**src/hw/gpde_params.svh**
```systemverilog
// Constants for the port D upper / port E pin block
`ifndef GPDE_PARAMS_SVH
`define GPDE_PARAMS_SVH

`define GPDE_ADDR_W          4
`define GPDE_OFF_PIN_D       4'h0
`define GPDE_OFF_LATCH_D     4'h1
`define GPDE_OFF_DIR_D       4'h2
`define GPDE_OFF_ANSEL_D     4'h3
`define GPDE_OFF_PIN_E       4'h4
`define GPDE_OFF_LATCH_E     4'h5
`define GPDE_OFF_DIR_E       4'h6
`define GPDE_OFF_ANSEL_E     4'h7
`define GPDE_OFF_SLEW        4'h8
`define GPDE_OFF_CTRL        4'h9

`define GPDE_RST_DIR_D       8'hff
`define GPDE_RST_ANSEL_D     8'hff
`define GPDE_RST_LATCH       8'h00
`define GPDE_RST_DIR_E       8'h07
`define GPDE_RST_ANSEL_E     8'h07
`define GPDE_RST_SLEW        8'h1f
`define GPDE_RST_CTRL        8'h80

`define GPDE_E_LOW_MASK      8'h07
`define GPDE_SLEW_MASK       8'h1f
`define GPDE_BIT_PULLUP_EN   7
`define GPDE_BIT_PULLUP_DIS  7
`define GPDE_BIT_PIN3        3
`define GPDE_BIT_D6          6
`define GPDE_BIT_D7          7

`endif

```
**src/hw/gpde_pkg.sv**
```systemverilog
// Types for the port D upper / port E pin block
package gpde_pkg;
   typedef logic [7:0] gpde_byte_t;
   // Pin owner for the two upper port D pins, highest priority first
   typedef enum logic [3:0] {
      GPDE_OWN_SERIAL = 4'h1,
      GPDE_OWN_PWM    = 4'h2,
      GPDE_OWN_LATCH  = 4'h4,
      GPDE_OWN_NONE   = 4'h8
   } gpde_owner_t;
endpackage

```
**src/hw/gpde_port.sv**
```systemverilog
// Port E pins and upper port D pins with register file
//
// Contract
// - Port E has three bidirectional low pins and one input-only fourth pin.
// - A low pin selected analog reads back as zero.
// - Direction bit one disables the pin driver, making it input.
// - Direction bit zero drives the pin from its latch bit.
// - Direction bits rule drivers even while analog is selected.
// - Latch register is addressable; reads return latch, not pin levels.
// - Power-on reset selects the three low pins as analog.
// - Reset-enable clear: fourth pin is plain digital input, no direction or latch.
// - Reset-enable set: fourth pin is active-low master clear input.
// - Small package: port E is only the fourth pin, with master clear disabled; the code still gives master clear to reset-enable there.
// - Direction bit 7 of port E enables a weak pull-up on the fourth pin.
// - Global disable zero allows enabled pull-ups; one kills all pull-ups except one forced on by master clear or low-voltage programming.
// - Power-on reset leaves all pull-ups disabled.
// - Master clear or low-voltage programming forces the fourth pin pull-up on.
// - Upper D pins output from latch regardless of analog; input off when analog.
// - Upper D pins carry PWM outputs three and four when enabled.
// - Pin 6 drives serial transmit even with direction bit set.
// - Synchronous mode: pin 6 is serial clock, pin 7 serial data, either way.
// - Highest-priority enabled output function owns the pin, analog or not.
//
// Implementation choices: the register offsets and the address-and-strobe port.
`timescale 1ns/1ps
`include "gpde_params.svh"

module gpde_port #(
   parameter bit SMALL_PACKAGE = 1'b0
) (
   input  wire logic                    clk,
   input  wire logic                    nrst,
   input  wire logic [`GPDE_ADDR_W-1:0] addr,
   input  wire logic [7:0]              wdata,
   input  wire logic                    wr,
   input  wire logic                    rd,
   output logic [7:0]                   rdata,
   input  wire logic                    reset_pin_enable,
   input  wire logic                    low_volt_prog_enable,
   input  wire logic [2:0]              port_e_in,
   output logic [2:0]                   port_e_out,
   output logic [2:0]                   port_e_oe,
   input  wire logic                    input_only_pin,
   output logic                         pin3_pullup_on,
   output logic                         master_clear_in_n,
   output logic                         global_pullup_disable_n,
   input  wire logic [1:0]              port_d_in,
   output logic [1:0]                   port_d_out,
   output logic [1:0]                   port_d_oe,
   input  wire logic                    pwm1_out_c,
   input  wire logic                    pwm1_out_d,
   input  wire logic                    pwm1_c_en,
   input  wire logic                    pwm1_d_en,
   input  wire logic                    serial2_en,
   input  wire logic                    serial2_sync,
   input  wire logic                    serial2_tx,
   input  wire logic                    serial2_sync_clk,
   input  wire logic                    serial2_clk_master,
   input  wire logic                    serial2_sync_data,
   input  wire logic                    serial2_data_drive,
   output logic                         serial2_rx,
   output logic                         serial2_clk_in,
   output logic [7:0]                   slew_control
);

   ////////////////////////////////////////////////////////////////////////////
   // Registers

   gpde_pkg::gpde_byte_t dir_reg_d;
   gpde_pkg::gpde_byte_t out_latch_d;
   gpde_pkg::gpde_byte_t analog_sel_d;
   gpde_pkg::gpde_byte_t dir_reg_e;
   gpde_pkg::gpde_byte_t out_latch_e;
   gpde_pkg::gpde_byte_t analog_sel_e;
   gpde_pkg::gpde_byte_t slew_reg;
   gpde_pkg::gpde_byte_t ctrl_reg;
   logic [2:0]           e_sync1_reg;
   logic [2:0]           e_sync2_reg;
   logic                 p3_sync1_reg;
   logic                 p3_sync2_reg;
   logic [1:0]           d_sync1_reg;
   logic [1:0]           d_sync2_reg;
   logic                 low_present;

   // Small package has no low pins at all
   assign low_present = !SMALL_PACKAGE;

   function automatic logic wr_hit(input logic [`GPDE_ADDR_W-1:0] off);
      wr_hit = wr && (addr == off);
   endfunction

   // Port D upper direction
   always_ff @(posedge clk or negedge nrst) begin
      if (!nrst) begin
         dir_reg_d <= `GPDE_RST_DIR_D;
      end else if (wr_hit(`GPDE_OFF_DIR_D)) begin
         dir_reg_d <= wdata;
      end
   end

   // Port D latch: writing the pin register also lands in the latch
   always_ff @(posedge clk or negedge nrst) begin
      if (!nrst) begin
         out_latch_d <= `GPDE_RST_LATCH;
      end else if (wr_hit(`GPDE_OFF_LATCH_D) || wr_hit(`GPDE_OFF_PIN_D)) begin
         out_latch_d <= wdata;
      end
   end

   always_ff @(posedge clk or negedge nrst) begin
      if (!nrst) begin
         analog_sel_d <= `GPDE_RST_ANSEL_D;
      end else if (wr_hit(`GPDE_OFF_ANSEL_D)) begin
         analog_sel_d <= wdata;
      end
   end

   // Port E direction; bit 7 is the fourth pin pull-up enable
   always_ff @(posedge clk or negedge nrst) begin
      if (!nrst) begin
         dir_reg_e <= `GPDE_RST_DIR_E;
      end else if (wr_hit(`GPDE_OFF_DIR_E)) begin
         dir_reg_e <= wdata & (`GPDE_E_LOW_MASK | (8'h01 << `GPDE_BIT_PULLUP_EN));
      end
   end

   always_ff @(posedge clk or negedge nrst) begin
      if (!nrst) begin
         out_latch_e <= `GPDE_RST_LATCH;
      end else if (wr_hit(`GPDE_OFF_LATCH_E) || wr_hit(`GPDE_OFF_PIN_E)) begin
         out_latch_e <= wdata & `GPDE_E_LOW_MASK;
      end
   end

   always_ff @(posedge clk or negedge nrst) begin
      if (!nrst) begin
         analog_sel_e <= `GPDE_RST_ANSEL_E;
      end else if (wr_hit(`GPDE_OFF_ANSEL_E)) begin
         analog_sel_e <= wdata & `GPDE_E_LOW_MASK;
      end
   end

   always_ff @(posedge clk or negedge nrst) begin
      if (!nrst) begin
         slew_reg <= `GPDE_RST_SLEW;
      end else if (wr_hit(`GPDE_OFF_SLEW)) begin
         slew_reg <= wdata & `GPDE_SLEW_MASK;
      end
   end

   // Bit 7 is the global pull-up disable, set after reset
   always_ff @(posedge clk or negedge nrst) begin
      if (!nrst) begin
         ctrl_reg <= `GPDE_RST_CTRL;
      end else if (wr_hit(`GPDE_OFF_CTRL)) begin
         ctrl_reg <= wdata & (8'h01 << `GPDE_BIT_PULLUP_DIS);
      end
   end

   ////////////////////////////////////////////////////////////////////////////
   // Input synchronisers

   always_ff @(posedge clk or negedge nrst) begin
      if (!nrst) begin
         e_sync1_reg  <= 3'h0;
         e_sync2_reg  <= 3'h0;
         p3_sync1_reg <= 1'b0;
         p3_sync2_reg <= 1'b0;
         d_sync1_reg  <= 2'h0;
         d_sync2_reg  <= 2'h0;
      end else begin
         e_sync1_reg  <= port_e_in;
         e_sync2_reg  <= e_sync1_reg;
         p3_sync1_reg <= input_only_pin;
         p3_sync2_reg <= p3_sync1_reg;
         d_sync1_reg  <= port_d_in;
         d_sync2_reg  <= d_sync1_reg;
      end
   end

   ////////////////////////////////////////////////////////////////////////////
   // Port E pins

   logic [2:0] e_dig_in;
   logic       p3_port_mode;

   // Analog pins read zero; direction still rules the driver
   assign e_dig_in   = e_sync2_reg & ~analog_sel_e[2:0] & {3{low_present}};
   assign port_e_oe  = ~dir_reg_e[2:0] & {3{low_present}};
   assign port_e_out = out_latch_e[2:0] & {3{low_present}};

   // Fourth pin is port input or master clear, never driven
   assign p3_port_mode      = !reset_pin_enable;
   assign master_clear_in_n = reset_pin_enable ? input_only_pin : 1'b1;

   // Programming and reset uses force the pull-up past the enable bits
   assign pin3_pullup_on = reset_pin_enable || low_volt_prog_enable ||
                           (!ctrl_reg[`GPDE_BIT_PULLUP_DIS] &&
                            dir_reg_e[`GPDE_BIT_PULLUP_EN]);
   assign global_pullup_disable_n = !ctrl_reg[`GPDE_BIT_PULLUP_DIS];

   ////////////////////////////////////////////////////////////////////////////
   // Port D upper pins

   gpde_pkg::gpde_owner_t own6;
   gpde_pkg::gpde_owner_t own7;
   logic [1:0]            d_dig_in;

   // Serial beats PWM beats latch; analog select does not block outputs
   always_comb begin
      own6 = gpde_pkg::GPDE_OWN_NONE;
      own7 = gpde_pkg::GPDE_OWN_NONE;
      if (serial2_en && (!serial2_sync || serial2_clk_master)) begin
         own6 = gpde_pkg::GPDE_OWN_SERIAL;
      end else if (!dir_reg_d[`GPDE_BIT_D6]) begin
         own6 = pwm1_c_en ? gpde_pkg::GPDE_OWN_PWM : gpde_pkg::GPDE_OWN_LATCH;
      end
      if (serial2_en && serial2_sync && serial2_data_drive) begin
         own7 = gpde_pkg::GPDE_OWN_SERIAL;
      end else if (!dir_reg_d[`GPDE_BIT_D7]) begin
         own7 = pwm1_d_en ? gpde_pkg::GPDE_OWN_PWM : gpde_pkg::GPDE_OWN_LATCH;
      end
   end

   always_comb begin
      port_d_out = 2'h0;
      case (own6)
         gpde_pkg::GPDE_OWN_SERIAL: begin
            port_d_out[0] = serial2_sync ? serial2_sync_clk : serial2_tx;
         end
         gpde_pkg::GPDE_OWN_PWM: begin
            port_d_out[0] = pwm1_out_c;
         end
         gpde_pkg::GPDE_OWN_LATCH: begin
            port_d_out[0] = out_latch_d[`GPDE_BIT_D6];
         end
         default: begin
            port_d_out[0] = 1'b0;
         end
      endcase
      case (own7)
         gpde_pkg::GPDE_OWN_SERIAL: begin
            port_d_out[1] = serial2_sync_data;
         end
         gpde_pkg::GPDE_OWN_PWM: begin
            port_d_out[1] = pwm1_out_d;
         end
         gpde_pkg::GPDE_OWN_LATCH: begin
            port_d_out[1] = out_latch_d[`GPDE_BIT_D7];
         end
         default: begin
            port_d_out[1] = 1'b0;
         end
      endcase
   end

   assign port_d_oe[0] = (own6 != gpde_pkg::GPDE_OWN_NONE);
   assign port_d_oe[1] = (own7 != gpde_pkg::GPDE_OWN_NONE);

   // Digital input path is cut while analog is selected
   assign d_dig_in       = d_sync2_reg & ~analog_sel_d[7:6];
   assign serial2_rx     = d_dig_in[1];
   assign serial2_clk_in = d_dig_in[0];
   assign slew_control   = slew_reg;

   ////////////////////////////////////////////////////////////////////////////
   // Read port: data one cycle after the strobe, zero otherwise

   always_ff @(posedge clk or negedge nrst) begin
      if (!nrst) begin
         rdata <= 8'h00;
      end else if (!rd) begin
         rdata <= 8'h00;
      end else begin
         case (addr)
            `GPDE_OFF_PIN_D:   rdata <= {d_dig_in, 6'h00};
            `GPDE_OFF_LATCH_D: rdata <= out_latch_d;
            `GPDE_OFF_DIR_D:   rdata <= dir_reg_d;
            `GPDE_OFF_ANSEL_D: rdata <= analog_sel_d;
            `GPDE_OFF_PIN_E:   rdata <= {4'h0, p3_sync2_reg & p3_port_mode, e_dig_in};
            `GPDE_OFF_LATCH_E: rdata <= out_latch_e;
            `GPDE_OFF_DIR_E:   rdata <= dir_reg_e;
            `GPDE_OFF_ANSEL_E: rdata <= analog_sel_e;
            `GPDE_OFF_SLEW:    rdata <= slew_reg;
            `GPDE_OFF_CTRL:    rdata <= ctrl_reg;
            default:           rdata <= 8'h00;
         endcase
      end
   end

endmodule

```
**config.mk**
```make
export PLATFORM = sky130hd
export DESIGN_NAME = gpde_port
export DESIGN_NICKNAME = d
export VERILOG_FILES = /design/src/hw/gpde_pkg.sv /design/src/hw/gpde_port.sv
export VERILOG_INCLUDE_DIRS = /design/src /design/src/hw
export SDC_FILE = /design/constraint.sdc
export NUM_CORES = 1
export LEC_CHECK = 0
export BUFFER_PORTS_ARGS = -buffer_cell sky130_fd_sc_hd__buf_2
export CELL_PAD_IN_SITES_DETAIL_PLACEMENT = 1
export CELL_PAD_IN_SITES_GLOBAL_PLACEMENT = 1
export CORE_MARGIN = 8
export CORE_UTILIZATION = 40
export CTS_BUF_LIST = sky130_fd_sc_hd__clkbuf_8
export DETAILED_ROUTE_END_ITERATION = 16
export GPL_ROUTABILITY_DRIVEN = 1
export HOLD_SLACK_MARGIN = 0.08
export PLACE_DENSITY = 0.87
export SETUP_SLACK_MARGIN = 0.5
export SLEW_MARGIN = 20
export SYNTH_ARGS = -nofsm -noshare
export SYNTH_HDL_FRONTEND = slang
export SYNTH_SLANG_ARGS = --single-unit
```
**constraint.sdc**
```tcl
create_clock -name clk -period 1.4 [get_ports clk]
set_input_delay 0.28 -clock clk [delete_from_list [all_inputs] [get_ports clk]]
set_output_delay 0.28 -clock clk [all_outputs]
set_load 0.005 [all_outputs]
```
======== Word level (Yosys, flattened, before mapping) ========
Index checks and enable logic that the tools add are counted.
Widths: inputs -> output; s select.
word-level totals
  bits in registers ....................... 60
  word-level logic and storage cells ...... 73
  input bits .............................. 35
  output and inout bits ................... 31
cells by class
  reduce and logical (&&, ||, !) cells .... 23
  eq/ne operators ......................... 17
  muxes and demuxes ....................... 12
  bitwise logic cells ..................... 6
operators with widths
  kind                number
  $pmux 8 s10         1
  $eq 4x3->1 const B  6
  $eq 4x2->1 const B  4
  $mux 4              4
  $logic_and 1x1->1   14
  $eq 4x1->1 const B  3
  $eq 4x4->1 const B  2
  $mux 8              1
  $ne 4x4->1 const B  2
  $mux 3              2
  $not 3->3           2
  $pmux 1 s3          2
  $logic_or 1x1->1    5
  $logic_not 4->1     1
  $and 3x3->3         1
  $logic_not 1->1     3
  $and 2x2->2         1
  $mux 1              2
  $not 2->2           1
  $and 1x1->1         1

======== Depth between registers and ports, before layout ========
Gate-level depths: netlist of the first run.
  depth after elaboration ................. 6
  mapped depth ............................ 6
  gate-level depth less buffers ........... 3

======== Worst setup path after synthesis of the first run ========
Ideal clock, no wire load.
  path kind ............................... input port to flip-flop
  from .................................... in addr[1]
  to ...................................... reg out_latch_d[0]
  library setup time ...................... 0.125 ns
  data required time ...................... 1.275 ns
  data arrival time ....................... 1.271 ns
  path slack .............................. 0.004 ns
  cell stages on the path ................. 3
  path buffers ............................ 1
  cell sequence ........................... buf_4 -> nor4b_4 -> mux2_2
on the way
  word-level cells in the longest chain between the ends .. 3
  elaborated cells on any way between the ends .. 5
  those cells by class .................... eq/ne (1); reduce/logical (4)
ends and longest elaborated chain
  what                                                  line              source
  start, declared                                       gpde_port.sv:33   input wire logic [`GPDE_ADDR_W-1:0] addr,
  $eq 4x1->1 / $logic_not 4->1 (equally long branches)  gpde_port.sv:89   wr_hit = wr && (addr == off);
  $logic_and 1x1->1                                     gpde_port.sv:89
  $logic_or 1x1->1 (*)                                  gpde_port.sv:105  end else if (wr_hit(`GPDE_OFF_LATCH_D) || wr_hit(`GPDE_OFF_PIN_D)) begin
  end signal, assigned                                  gpde_port.sv:104  out_latch_d <= `GPDE_RST_LATCH;
  end signal, assigned                                  gpde_port.sv:106  out_latch_d <= wdata;
  end, declared                                         gpde_port.sv:70   gpde_pkg::gpde_byte_t out_latch_d;
Every way passes the cells marked *; elsewhere a longest branch is shown, timed or not.
A chain may end at the register's enable or synchronous reset.

======== Final worst setup path of the first run ========
  from .................................... reg out_latch_d[7]
  to ...................................... out port_d_out[1]
on the way
  word-level cells in the longest chain between the ends .. 1
ends and longest elaborated chain
  what           line              source
  $pmux 1 s3     gpde_port.sv:241  case (own7)
  end, declared  gpde_port.sv:48   output logic [1:0] port_d_out,
Every way passes these cells.

==> flow_metrics.env, run 1 <==
export IMPL_violations="setup timing"
export IMPL_hold_ws_ps=199.8
export IMPL_drt_initial_drc_count=104
export IMPL_p_leak_nw=2.144
export IMPL_wl_per_cell_um=26.38
export IMPL_arrival_ps=1340
export IMPL_final_layout_size_suffix_gt1_frac=0.7326
export IMPL_path_buf_inv=1
export IMPL_ioPinCount=66
export IMPL_grt_overflow=0
export IMPL_core_area_um2=6832
export IMPL_setup_viol=7
export IMPL_ys_flop_type="dfrtp_1"
export IMPL_yosysWarnings=0
export IMPL_dpl_hpwl_mm=5.737
export IMPL_cts_clk_slew_worst_paths_ps=80
export IMPL_cts_tree="built"
export IMPL_h_tree_depth=3
export IMPL_drt_total_wl_mm=11.61
export IMPL_layout_nets=374
export IMPL_drv_cap=0
export IMPL_vias=2403
export IMPL_crit_fanout=2
export IMPL_cts_root_buf="clkbuf_8"
export IMPL_ff2ff_path_depth=3
export IMPL_synth_area_um2=2826
export IMPL_ys_ff_latch=60
export IMPL_path_depth=4
export IMPL_path_cells="mux2i_1 > nor2_1 > mux2_4 > buf_6"
export IMPL_die_h_um=100.1
export IMPL_async_flop_share=1.000
export IMPL_cpLargestDelayFamily="multiplexers"
export IMPL_grt_pass1_vias=2609
export IMPL_area_growth_syn_to_layout_pct=63.75
export IMPL_rsz0062_at_grt="true"
export IMPL_fin_tns_setup_ps=-1070
export IMPL_worstSetupStartpointType="register"
export IMPL_fin_crit_sh=1.156
export IMPL_grtUsageTotal=0.2200
export IMPL_r2r_slack_ps=-20
export IMPL_worst_slack_ps=-219.0
export IMPL_clock_path_buffers=2
export IMPL_crit_path_max_incr_delay_ps=400
export IMPL_reg2reg_from="slew_control[1]"
export IMPL_power_density_nw_per_um2=1281
export IMPL_crit_required_ps=1120
export IMPL_cts_sinks=60
export IMPL_start_util=0.4137
export IMPL_synth_enable_flop_cells=0
export IMPL_port_buffers=62
export IMPL_viasPerCell=5.461
export IMPL_slew_viol_final=0
export IMPL_ys_seq_area_frac=0.5436
export IMPL_rows=30
export IMPL_min_period_ps=1619
export IMPL_grt_first_pass_wirelength_mm=16.14
export IMPL_fill_cells=648
export IMPL_cp_end_kind="output port"
export IMPL_numCtsBuffers=9
export IMPL_place_gp_congestion=0.7649
export IMPL_dieWidth_um=100.1
export IMPL_postPlaceCellArea_um2=3532
export IMPL_antenna_cells=0
export IMPL_drc=0
export IMPL_die_area_um2=10010
export IMPL_grt_max_degree=61
export IMPL_fin_cells=440
export IMPL_r2r_end="rdata[1]"
export IMPL_finalClockSkew_ps=11.22
export IMPL_yosysUniqueCellTypes=45
export IMPL_dp_cells=379
export IMPL_slowest_stage="dfrtp_1"
export IMPL_hold_viol_final=0
export IMPL_vdd_drop_max_uv=632.1
export IMPL_outcome="finished, violations left"
export IMPL_postLayoutCellArea_um2=4628
export IMPL_clock_fmax_mhz=617.7
export IMPL_clock_latency_ps=350
export IMPL_avgSynthCellArea_um2=13.72
export IMPL_critPathCapture="port_d_out[1]"
export IMPL_antenna_found_initial=0
export IMPL_firstDrtPassIters=4
export IMPL_final_util=0.6775
export IMPL_antenna_left=0
export IMPL_startpoint="out_latch_d[7]"
export IMPL_syn_instance_count=206
export IMPL_critPathKind="register to output port"
export IMPL_hold_class="input pin to register"
## layer usage
metal	part of all wire	wire length, um	up-vias	global-route usage
met1	0.40	4643	1232	0.2548
met3	0.069	795	31	0.04775
met2	0.50	5769	125	0.3746
met4	0.034	396	0	0.1105
met5	0	0	-	0
li1	-	-	1015	-
## worst min-delay path by stage
stage | start | end | slack [ps] | cells past startpoint
floorplan | nrst | d_sync1_reg[0] | -20 | 0
global placement | nrst | rdata[0] | 300 | 2
detailed placement | nrst | rdata[0] | 310 | 2
CTS | wdata[5] | out_latch_d[5] | 190 | 2
global route | wdata[6] | out_latch_d[6] | 200 | 2
finish | wdata[6] | out_latch_d[6] | 200 | 2
## final cells by class
type,count,area (um2),share of cell area
clock inverters,4,47.55,0.01027
inverters,6,22.52,0.004866
repair buffers,133,1264,0.2730
flip-flops and latches,60,1536,0.3320
clock buffers,12,165.2,0.03569
well taps,96,120.1,0.02595
multi-input cells,129,1473,0.3182
## Yosys cell counts, types with 2 or more instances
cell,number,area (um2)
mux4_2,2,45.04
buf_2,4,20.02
nor2_1,3,11.26
nor3b_1,3,22.52
a31oi_1,4,25.02
mux2_2,48,540.5
dfrtp_1,32,800.8
a211o_1,2,17.52
dfstp_2,28,735.7
nand2_1,7,26.28
nand3_1,5,25.02
a21o_1,3,22.52
nand4b_1,3,26.28
buf_4,6,45.04
mux2i_1,2,20.02
nor2b_1,5,31.28
nand2b_1,2,12.51
and3b_1,2,17.52
a22oi_1,3,22.52
nand3b_1,8,60.06
inv_1,6,22.52
nor4b_4,2,47.55
o21ai_0,4,20.02
## logic make-up after synthesis
| family | count (synthesis) | share of synthesized area |
|---|---|---|
| flops | 60 | 0.5436 |
| mux | 53 | 0.2236 |
| simple gates | 51 | 0.1350 |
| compound gates | 22 | 0.05533 |
| buf+inv | 19 | 0.04116 |
| other cells | 1 | 0.001327 |
## cells in the final DEF, fill, tap and decap left out, drive strengths merged, types with 2 or more instances in the layout
master	count
a31oi	4
dfrtp	32
nand2b	2
and3b	2
a211o	2
a21o	3
mux2	48
nor3	2
conb	3
nand4b	3
o21ai	4
nand3	5
clkbuf	12
nor4b	3
mux2i	2
dfstp	28
nor2	3
nand3b	8
nand2	7
dlygate4sd3	7
nor2b	5
inv	7
clkinv	2
mux4	3
buf	125
nor3b	3
a22oi	3
## report_power, final
part / internal, mW / switching (mW) / leakage, nW
clock: 0.962 / 0.740 / 0.114
combinational: 1.16 / 0.646 / 1.34
sequential: 2.17 / 0.253 / 0.688
## metrics by stage
stage / power, mW / worst slack (ps)
after floorplan: 2.966 / 47.71
after global placement: 3.324 / -267.8
after detailed placement: 3.396 / -329.9
after CTS: 5.484 / -201.1
after global routing: 6.126 / -244.8
final: 5.930 / -219.0
## worst register-to-register path: stages, from the launching register on
cell and delay (ps):
dfstp_2 550, or4bb_1 460, a21o_1 220, a41oi_2 120
## repair_timing
item                                    in CTS  in global routing
hold buffers                                 7                  0
buffers inserted                            20                 15
pin swaps                                   13                  8
cloned                                       3                  0
endpoints found under the hold margin       38                  0
resized for setup                           76                 36
endpoints found under the setup margin      76                 74
Note: power is estimated with default switching activity, not from simulation.
==> run 2, diff against run 1 <==
--- a/config.mk
+++ b/config.mk
@@ -10,13 +10,13 @@
 export CELL_PAD_IN_SITES_DETAIL_PLACEMENT = 1
 export CELL_PAD_IN_SITES_GLOBAL_PLACEMENT = 1
 export CORE_MARGIN = 8
-export CORE_UTILIZATION = 40
+export CORE_UTILIZATION = 45
 export CTS_BUF_LIST = sky130_fd_sc_hd__clkbuf_8
 export DETAILED_ROUTE_END_ITERATION = 16
 export GPL_ROUTABILITY_DRIVEN = 1
 export HOLD_SLACK_MARGIN = 0.08
-export PLACE_DENSITY = 0.87
-export SETUP_SLACK_MARGIN = 0.5
+export PLACE_DENSITY = 0.92
+export SETUP_SLACK_MARGIN = 0.4
 export SLEW_MARGIN = 20
 export SYNTH_ARGS = -nofsm -noshare
 export SYNTH_HDL_FRONTEND = slang
==> constraint.sdc (replaced) <==
create_clock -name clk -period 1.7 [get_ports clk]
set_input_delay 0.34 -clock clk [delete_from_list [all_inputs] [get_ports clk]]
set_output_delay 0.34 -clock clk [all_outputs]
set_load 0.005 [all_outputs]
==> run 2 against run 1 <==
The run still ends with setup timing left. Clock power is 21% lower. Clock skew is 6.7 ps higher. Register-to-register slack improved by 300 ps. Critical endpoint is now port_d_out[0]. Highest routed layer unchanged. Cell count shrank 13%. Largest power group unchanged. First-iteration DRC count increased by 21%.
==> flow_metrics.env, run 2 (synthesis gave the netlist of run 1 again) <==
export IMPL_wl_per_cell_um=26.10
export IMPL_grt_first_pass_wirelength_mm=13.52
export IMPL_drt_initial_drc_count=126
export IMPL_slew_viol_final=0
export IMPL_crit_fanout=2
export IMPL_final_layout_size_suffix_gt1_frac=0.6765
export IMPL_viasPerCell=5.794
export IMPL_cts_sinks=60
export IMPL_clock_path_buffers=2
export IMPL_place_ws_ps=-3.117
export IMPL_slew_headroom=0.6560
export IMPL_dpl_hpwl_mm=6.113
export IMPL_fill_cells=620
export IMPL_r2r_end="rdata[6]"
export IMPL_port_buffers=62
export IMPL_final_cell_mix="50 x buf_2, 36 x mux2_2, 32 x dfrtp_1"
export IMPL_grt_overflow=0
export IMPL_crit_required_ps=1360
export IMPL_clock_fmax_mhz=580.7
export IMPL_area_growth_syn_to_layout_pct=36.17
export IMPL_die_h_um=95.25
export IMPL_cts_tree="built"
export IMPL_ioPinCount=66
export IMPL_hold_ws_ps=89.32
export IMPL_final_common_cell="buf_2"
export IMPL_critPathCapture="port_d_out[0]"
export IMPL_rsz0062_at_grt="true"
export IMPL_die_area_um2=9073
export IMPL_clock_latency_ps=370
export IMPL_fin_tns_setup_ps=-21.95
export IMPL_worst_pin_slew_ps=516.0
export IMPL_vias=2225
export IMPL_worstSetupStartpointType="register"
export IMPL_arrival_ps=1380
export IMPL_place_gp_congestion=0.8170
export IMPL_rows=29
export IMPL_firstDrtPassIters=4
export IMPL_cp_end_kind="output port"
export IMPL_start_util=0.4555
export IMPL_min_period_ps=1722
export IMPL_hold_class="input pin to register"
export IMPL_h_tree_depth=3
export IMPL_hold_viol_final=0
export IMPL_numCtsBuffers=9
export IMPL_cts_root_buf="clkbuf_8"
export IMPL_layout_nets=336
export IMPL_reg2reg_from="analog_sel_d[6]"
export IMPL_drc=0
export IMPL_antenna_found_initial=0
export IMPL_antenna_left=0
export IMPL_grt_pass1_vias=2406
export IMPL_final_util=0.6203
export IMPL_fin_crit_sh=1.013
export IMPL_dieWidth_um=95.25
export IMPL_core_area_um2=6205
export IMPL_startpoint="out_latch_d[6]"
export IMPL_power_density_nw_per_um2=1141
export IMPL_worst_slack_ps=-21.95
export IMPL_drv_cap=0
export IMPL_outcome="finished, violations left"
export IMPL_cts_clk_slew_worst_paths_ps=70
export IMPL_setup_viol=1
export IMPL_violations="setup timing"
export IMPL_vdd_drop_max_uv=657.1
export IMPL_critPathKind="register to output port"
export IMPL_p_leak_nw=1.730
export IMPL_grtUsageTotal=0.2050
export IMPL_drt_total_wl_mm=10.02
export IMPL_finalClockSkew_ps=17.95
export IMPL_grt_max_degree=27
export IMPL_ff2ff_path_depth=4
export IMPL_r2r_slack_ps=280
-- run 2: cell count changes in the layout (fill, tap and decap cells not counted), moves of 4 or more --
cell           change
buf_4              -4
buf_12             -5
mux2_2            +31
buf_6             -26
mux2_4            -31
dlygate4sd3_1      -6
buf_2              +7
-- run 2: per-stage QoR --
step,std cells,area (um2),power (mW)
2_1_floorplan,208,2943,2.391
3_3_place_gp,348,3371,2.668
3_5_place_dp,348,3371,2.751
4_1_cts,378,3717,4.230
5_1_grt,383,3846,4.562
6_report,384,3849,4.392
-- run 2: where the power goes --
group / switching [mW] / internal [mW] / total (mW)
Combinational: 0.437 / 0.627 / 1.06
Sequential: 0.190 / 1.79 / 1.98
Clock: 0.605 / 0.746 / 1.35
Total: 1.23 / 3.16 / 4.39
-- run 2: cell type report --
cell class,instances,area (um2),share of cell area
antenna,1,2.502,0.0006502
clock buffer,11,151.4,0.03934
clock inverter,5,51.30,0.01333
inverter,6,22.52,0.005852
multi-input combinational,129,1303,0.3384
sequential,60,1536,0.3992
tap,77,96.34,0.02503
timing repair buffer,95,685.7,0.1782
-- run 2: critical path, stage by stage (launching register included) --
cell and delay [ps]:
dfrtp_1 410, mux2_4 290, a22o_1 200, buf_2 130
-- run 2: metal layers --
layer | wire (um) | GRT usage | up-vias
met5 | 0 | 0 | -
met4 | 502 | 0.1313 | 0
met2 | 5122 | 0.3481 | 99
met3 | 611 | 0.05197 | 39
met1 | 3787 | 0.2240 | 1151
li1 | - | - | 936
-- run 2: worst min-delay path by stage --
stage                             from  slack (ps)             end  cells after the start
after floorplan                   nrst          40  d_sync1_reg[0]                      0
after global placement            nrst         320  out_latch_d[7]                      1
after detailed placement          nrst         330  out_latch_d[7]                      1
after CTS                 port_d_in[0]          80  d_sync1_reg[0]                      1
after global routing      port_e_in[0]          80  e_sync1_reg[0]                      1
final                     port_e_in[0]          90  e_sync1_reg[0]                      1
-- run 2: what timing repair did --
action	4_1_cts	5_1_grt
pin swaps	0	10
buffers inserted	13	5
gates resized for setup	8	25
hold endpoints to repair	8	0
hold buffers	1	0
setup endpoints to repair	19	32
